--- src/rtl/ref_trip_pkg.sv ---
package ref_trip_pkg;

  // setting ranges and defaults in percent; desens_factor is a plain multiplier
  localparam logic [9:0] phase_comp_min     = 10'h014;
  localparam logic [9:0] phase_comp_max     = 10'h1f4;
  localparam logic [9:0] phase_comp_def     = 10'h064;
  localparam logic [9:0] neutral_comp_min   = 10'h064;
  localparam logic [9:0] neutral_comp_max   = 10'h3e8;
  localparam logic [9:0] neutral_comp_def   = 10'h1f4;
  localparam logic [7:0] base_sens_min      = 8'h0a;
  localparam logic [7:0] base_sens_max      = 8'h32;
  localparam logic [7:0] base_sens_def      = 8'h1e;
  localparam logic [7:0] slope_min          = 8'h32;
  localparam logic [7:0] slope_max          = 8'h64;
  localparam logic [7:0] slope_def          = 8'h46;
  localparam logic [7:0] breakpoint_min     = 8'h64;
  localparam logic [7:0] breakpoint_max     = 8'hc8;
  localparam logic [7:0] breakpoint_def     = 8'h7d;
  localparam logic [2:0] desens_factor      = 3'h4;
  // reset ratio 0.95 as 95/100
  localparam logic [6:0] reset_ratio_num    = 7'h5f;
  localparam logic [6:0] percent_den        = 7'h64;
  // timing: clock 200 MHz, operate and reset limits
  localparam int         clk_mhz            = 200;
  localparam int         operate_time_ms    = 35;
  localparam int         reset_time_ms      = 25;
  localparam int         operate_cycles     = operate_time_ms * clk_mhz * 1000;
  localparam int         reset_cycles       = reset_time_ms * clk_mhz * 1000;
  localparam int         tick_period_def    = 200000;
  localparam logic [31:0] tick_cnt_reset    = 32'h0000_0000;

  typedef struct packed {
    logic       operation_enable_setting;
    logic       directional_check_enable;
    logic [9:0] phase_side_comp_factor;
    logic [9:0] neutral_side_comp_factor;
    logic [7:0] base_sensitivity_setting;
    logic [7:0] slope_setting;
    logic [7:0] breakpoint_bias_setting;
  } settings_t;

  typedef struct packed {
    logic [15:0] phase_residual;
    logic [15:0] neutral_residual;
  } currents_t;

  typedef struct packed {
    logic [23:0] differential;
    logic [23:0] restraint;
  } measured_t;

endpackage : ref_trip_pkg

--- src/rtl/ref_char_eval.sv ---
`timescale 1ns/1ps
module ref_char_eval (
  input  wire ref_trip_pkg::settings_t set_in,
  input  wire ref_trip_pkg::currents_t cur_in,
  input  wire logic                    desensitise_input,
  output logic [23:0]                  diff_out,
  output logic [23:0]                  bias_out,
  output logic [31:0]                  diff_scaled,
  output logic [31:0]                  threshold_scaled
);

  function automatic logic [7:0] clamp8(input logic [7:0] v, input logic [7:0] lo,
                                        input logic [7:0] hi);
    clamp8 = (v < lo) ? lo : ((v > hi) ? hi : v);
  endfunction : clamp8

  function automatic logic [9:0] clamp10(input logic [9:0] v, input logic [9:0] lo,
                                         input logic [9:0] hi);
    clamp10 = (v < lo) ? lo : ((v > hi) ? hi : v);
  endfunction : clamp10

  function automatic logic [23:0] scale(input logic [15:0] cur, input logic [9:0] fac);
    logic [25:0] prod;
    prod  = 26'(cur) * 26'(fac);
    scale = prod[25:2];
  endfunction : scale

  logic [9:0]  pf;
  logic [9:0]  nf;
  logic [7:0]  f1;
  logic [7:0]  f2;
  logic [7:0]  brk;
  logic [23:0] ip;
  logic [23:0] in_n;
  logic [24:0] sum;
  logic [9:0]  base_eff;
  logic [31:0] flat_thr;
  logic [31:0] slope_thr;

  always_comb begin
    pf   = clamp10(set_in.phase_side_comp_factor, ref_trip_pkg::phase_comp_min,
                   ref_trip_pkg::phase_comp_max); // RULE3
    nf   = clamp10(set_in.neutral_side_comp_factor, ref_trip_pkg::neutral_comp_min,
                   ref_trip_pkg::neutral_comp_max); // RULE3
    f1   = clamp8(set_in.base_sensitivity_setting, ref_trip_pkg::base_sens_min,
                  ref_trip_pkg::base_sens_max); // RULE4
    f2   = clamp8(set_in.slope_setting, ref_trip_pkg::slope_min,
                  ref_trip_pkg::slope_max); // RULE5
    brk  = clamp8(set_in.breakpoint_bias_setting, ref_trip_pkg::breakpoint_min,
                  ref_trip_pkg::breakpoint_max); // RULE1
    ip   = scale(cur_in.phase_residual, pf);
    in_n = scale(cur_in.neutral_residual, nf);
    // differential magnitude of the two signed-free compensated residuals
    diff_out = (ip > in_n) ? (ip - in_n) : (in_n - ip); // RULE11
    sum      = {1'b0, ip} + {1'b0, in_n};
    bias_out = sum[24:1]; // RULE11
    base_eff = desensitise_input ? (10'(f1) * 10'(ref_trip_pkg::desens_factor))
                                 : 10'(f1); // RULE9
    // threshold scaled by 100: flat section, then slope past breakpoint
    flat_thr  = 32'(base_eff) * 32'(ref_trip_pkg::percent_den);
    if (bias_out > 24'(brk)) begin // RULE1
      slope_thr = flat_thr + 32'(bias_out - 24'(brk)) * 32'(f2); // RULE5
    end else begin
      slope_thr = flat_thr;
    end
    threshold_scaled = slope_thr;
    diff_scaled      = 32'(diff_out) * 32'(ref_trip_pkg::percent_den);
  end

endmodule : ref_char_eval

--- src/rtl/zero_sequence_differential_trip.sv ---
`timescale 1ns/1ps
// What this block does
// RULE1: one breakpoint, 100 to 200, default 125
// RULE2: trip within 35 ms, release below 0.95
// RULE3: compensation factors 20-500 and 100-1000
// RULE4: base sensitivity 10 to 50, default 30
// RULE5: slope 50 to 100, default 70
// RULE6: operation off forbids any trip
// RULE7: directional check enable, default true
// RULE8: user block input suppresses trip
// RULE9: desensitise multiplies base sensitivity by four
// RULE10: single general trip status output
// RULE11: publish differential and bias currents
// RULE12: no timer stage in trip path
// RULE13: trip above characteristic, unblocked, enabled
// RULE14: blocked by direction or user input
// RULE15: evaluate once per tick, hold between
module zero_sequence_differential_trip #(
  parameter int tick_period = ref_trip_pkg::tick_period_def
) (
  input  wire logic                    clk,
  input  wire logic                    srst,
  input  wire ref_trip_pkg::settings_t settings,
  input  wire ref_trip_pkg::currents_t currents,
  input  wire logic                    direction_blocking,
  input  wire logic                    user_block_input,
  input  wire logic                    desensitise_input,
  output logic                         general_trip_output,
  output logic [23:0]                  differential_current_value,
  output logic [23:0]                  restraint_current_value,
  output logic                         evaluation_tick
);

  typedef enum logic [1:0] {
    st_idle    = 2'b00,
    st_tripped = 2'b01
  } trip_state_t;

  typedef struct packed {
    trip_state_t            state;
    logic                   trip;
    logic [31:0]            tick_cnt;
    logic                   tick;
    ref_trip_pkg::measured_t meas;
  } state_t;

  state_t state_reg;
  state_t state_next;

  logic [23:0] diff_c;
  logic [23:0] bias_c;
  logic [31:0] diff_s;
  logic [31:0] thr_s;
  logic        blocked;
  logic        above_operate;
  logic        above_reset;
  logic [38:0] thr_reset;

  ref_char_eval u_eval (
    .set_in            (settings),
    .cur_in            (currents),
    .desensitise_input (desensitise_input),
    .diff_out          (diff_c),
    .bias_out          (bias_c),
    .diff_scaled       (diff_s),
    .threshold_scaled  (thr_s)
  );

  always_comb begin
    blocked = user_block_input // RULE8
              | (settings.directional_check_enable & direction_blocking); // RULE7 RULE14
    above_operate = diff_s > thr_s; // RULE13
    // release at 95 percent of the operate threshold
    thr_reset   = 39'(thr_s) * 39'(ref_trip_pkg::reset_ratio_num);
    above_reset = (39'(diff_s) * 39'(ref_trip_pkg::percent_den)) >= thr_reset; // RULE2
    state_next      = state_reg;
    state_next.tick = 1'b0;
    if (state_reg.tick_cnt >= 32'(tick_period - 1)) begin
      state_next.tick_cnt = ref_trip_pkg::tick_cnt_reset;
      state_next.tick     = 1'b1;
    end else begin
      state_next.tick_cnt = state_reg.tick_cnt + 32'h0000_0001;
    end
    if (state_reg.tick) begin // RULE15
      state_next.meas.differential = diff_c; // RULE11
      state_next.meas.restraint    = bias_c; // RULE11
      if (!settings.operation_enable_setting || blocked) begin // RULE6 RULE8 RULE14
        state_next.state = st_idle;
      end else begin
        unique case (state_reg.state)
          st_idle: begin
            if (above_operate) begin // RULE12 RULE13
              state_next.state = st_tripped;
            end
          end
          st_tripped: begin
            if (!above_reset) begin // RULE2
              state_next.state = st_idle;
            end
          end
          default: begin
            state_next.state = st_idle;
          end
        endcase
      end
    end
    state_next.trip = (state_next.state == st_tripped); // RULE10
  end

  always_ff @(posedge clk) begin
    if (srst) begin
      state_reg <= '0;
    end else begin
      state_reg <= state_next;
    end
  end

  always_comb begin
    general_trip_output        = state_reg.trip; // RULE10
    differential_current_value = state_reg.meas.differential;
    restraint_current_value    = state_reg.meas.restraint;
    evaluation_tick            = state_reg.tick;
  end

endmodule : zero_sequence_differential_trip

--- config.mk ---
export PLATFORM = sky130hd
export DESIGN_NAME = zero_sequence_differential_trip
export DESIGN_NICKNAME = d
export VERILOG_FILES = /design/src/rtl/ref_trip_pkg.sv /design/src/rtl/ref_char_eval.sv /design/src/rtl/zero_sequence_differential_trip.sv
export SDC_FILE = /design/constraint.sdc
export NUM_CORES = 2
export LEC_CHECK = 0
export BUFFER_PORTS_ARGS = -buffer_cell sky130_fd_sc_hd__buf_2
export CORE_ASPECT_RATIO = 1.75
export CORE_UTILIZATION = 40
export DETAILED_ROUTE_END_ITERATION = 10
export PLACE_DENSITY = 0.55
export SETUP_SLACK_MARGIN = 0.05
export SLEW_MARGIN = 20
export SYNTH_ARGS = -nofsm -noshare
export SYNTH_HDL_FRONTEND = slang
export SYNTH_HIERARCHICAL = 1
export SYNTH_SLANG_ARGS = --single-unit
export TNS_END_PERCENT = 5
--- constraint.sdc ---
create_clock -name clk -period 22.9 [get_ports clk]
set_input_delay 1.145 -clock clk [delete_from_list [all_inputs] [get_ports clk]]
set_output_delay 1.145 -clock clk [all_outputs]
set_load 0.02 [all_outputs]
==> impl_metrics.ini <==
[outcome]
status = finished clean

[worst_setup_path]
worst-path-max-fanout = 16
reg2reg_slack_ns = 20.65
criticalPathCategory = input port to flop
slowest_delay_ns = 0.66
path_common_cell = fa_1
critical-path-slowest-cell = and3_1
worst_setup_path_end_kind = flop
critical_path_required_ns = 23.26
worstSetupStartpointType = input port
cp.arrival_ns = 21.84

[cts]
cts_tree = done
numCtsBuffers = 9
ctsLongestPathBuffers = 2
cts_root_buf = clkbuf_16
cts_resized = 0
cts_sinks = 84
cts_htree_levels = 3
hold_buffers = 0
post_cts_buffers = 0
clk_pin_slew_ns = 0.08
clk_latency_ns = 0.41

[layout]
largest_reg_flops = 34
layout-drive-gt1-share_pct = 5.78
area.growth.synth_to_final_pct = 5.82
final_common_cell = inv_1
mostFrequentLayoutCells = inv_1, ha_1, fa_1, nand2_1, nor2_1
fillerInstances = 9590
fin_util_pct = 42.8
layout.nets = 5859

[synthesis]
synth_edf_count = 0
async_flop_share_pct = 0
synth_top_area_cell = fa_1
syn_area_per_cell_um2 = 8.50
yosysSeqAreaShare_pct = 4.40
ys_top_cells_by_area = fa_1, ha_1, inv_1
yosysUniqueCellTypes = 94
yosys_most_used_dff = dfxtp_1
synth_cells = 4496
yosysTopAreaCellShare_pct = 29.2
yosys_warnings = 6
yosys_register_bits = 84
syn_area_mm2 = 0.0382

[floorplan]
initial_core_util_pct = 40.4
die_w_um = 236
core-area_mm2 = 0.0945
die_area_mm2 = 0.0968
io_pins = 133
die_h_um = 411
num_rows = 149

[routing]
antenna_left = 0
vias_per_cell = 5.29
drt-total-wl_um = 116000
dr.pass1.iters = 6
drc = 0
routedWlPerCell_um = 20.0
drtIter0Drc = 1448
num_vias = 30600

[placed_design]
portBuffers = 132
hpwl_um = 101000
place.gp.congestion = 1.01
place_ws_ns = 1.02

[sta]
slew_violations = 0
fmax_mhz = 46.6
skew_ns = 0.0140
setup_tns_ns = 0
finalSetupViolCount = 0
rsz0062_at_grt = false
fin_ws_ns = 1.42
hold_viol = 0
worst_pin_slew_ns = 1.13
relSlewSlack_pct = 23.1
fin_crit_ns = 21.48
period_share_pct = 93.8

[global_route]
grt_pass1_wl_um = 180000
grt_pass1_vias = 32300
antenna_found_initial = 2
track_usage_pct = 24.3
grt_overflow = 0
grt_max_degree = 44

[hold_path]
hold_path.class = flop to flop

[flow_run]
max_cap_viol_count = 0
[cell families (layout without fill, tap and decap cells)]
logic type	count (synthesis)	count (layout)	share of synthesized area, %
other	3	67	0.0295
flip-flops	84	84	4.40
adder cells (fa/ha/maj)	1199	1199	50.2
XOR/XNOR	252	252	5.78
AND/OR/NAND/NOR	1168	1168	14.8
AO/OA/AOI/OAI	721	721	12.3
buffers and inverters	991	1016	10.4
multiplexers	78	78	2.09
[worst max-delay path, delay by kind of cell]
| kind | cells | cell delay, ns |
|---|---|---|
| compound gates | 30 | 5.05 |
| xor+xnor | 4 | 1.73 |
| fa+ha+maj | 19 | 8.59 |
| buf+inv | 10 | 0.88 |
| simple gates | 17 | 4.41 |
[path summary, 6_finish.rpt]
| kind | endpoint | from | cells after the start |
|---|---|---|---|
| min | state_reg[49]$_SDFF_PP0_ | state_reg[49]$_SDFF_PP0_ | 1 |
| max | general_trip_output$_SDFF_PP0_ | settings[34] | 80 |
| min reg2reg | state_reg[49]$_SDFF_PP0_ | state_reg[49]$_SDFF_PP0_ | 1 |
| max reg2reg | state_reg[53]$_SDFF_PP0_ | state_reg[49]$_SDFF_PP0_ | 9 |
[Yosys cell counts, drive strengths merged, types with 11 or more instances]
master,n
xnor2,163
ha,642
nor2b,97
a211oi,28
mux2,14
nor2,315
xor2,89
or3,20
mux2i,64
a21oi,219
a31oi,27
o211ai,18
inv,822
buf,87
o21ai,153
nor4,14
nand4,30
nand3,51
o21a,30
and3,64
a21o,112
fa,557
dfxtp,84
a31o,11
clkbuf,79
nor3,46
nand2b,43
o21bai,26
nand2,334
a211o,12
and2,110
a21boi,12
or2,20
[through the flow]
step	instances	cell area [um2]	hold slack [ns]
finish	5793	40400	0.467
floorplan	4557	38400	0.430
CTS	5790	40400	0.474
global placement	5774	40100	0.449
detailed placement	5774	40100	0.458
global route	5792	40400	0.493
[metal layers]
| layer | global-route usage, % | part of all wire [%] | wire, um |
|---|---|---|---|
| met1 | 24.8 | 36 | 41900 |
| met2 | 47.9 | 55 | 63800 |
| met4 | 14.5 | 6.3 | 7350 |
| met3 | 1.59 | 2.6 | 2970 |
| met5 | 0 | 0 | 0 |
[area by class of cell]
type                            instances  area [um2]  share of cell area, %
Tap cell                             1208        1510                   3.74
Timing Repair Buffer                  175         983                   2.43
Antenna cell                            3        7.51                 0.0186
Multi-Input combinational cell       3482       32800                   81.2
Clock inverter                          7        92.6                  0.229
Sequential cell                        84        1690                   4.17
Inverter                              825        3100                   7.66
Clock buffer                            9         225                  0.557
Power is left out: the tool's default activity adds up to more than one toggle a clock period on the data nets, which glitch-free logic cannot reach.
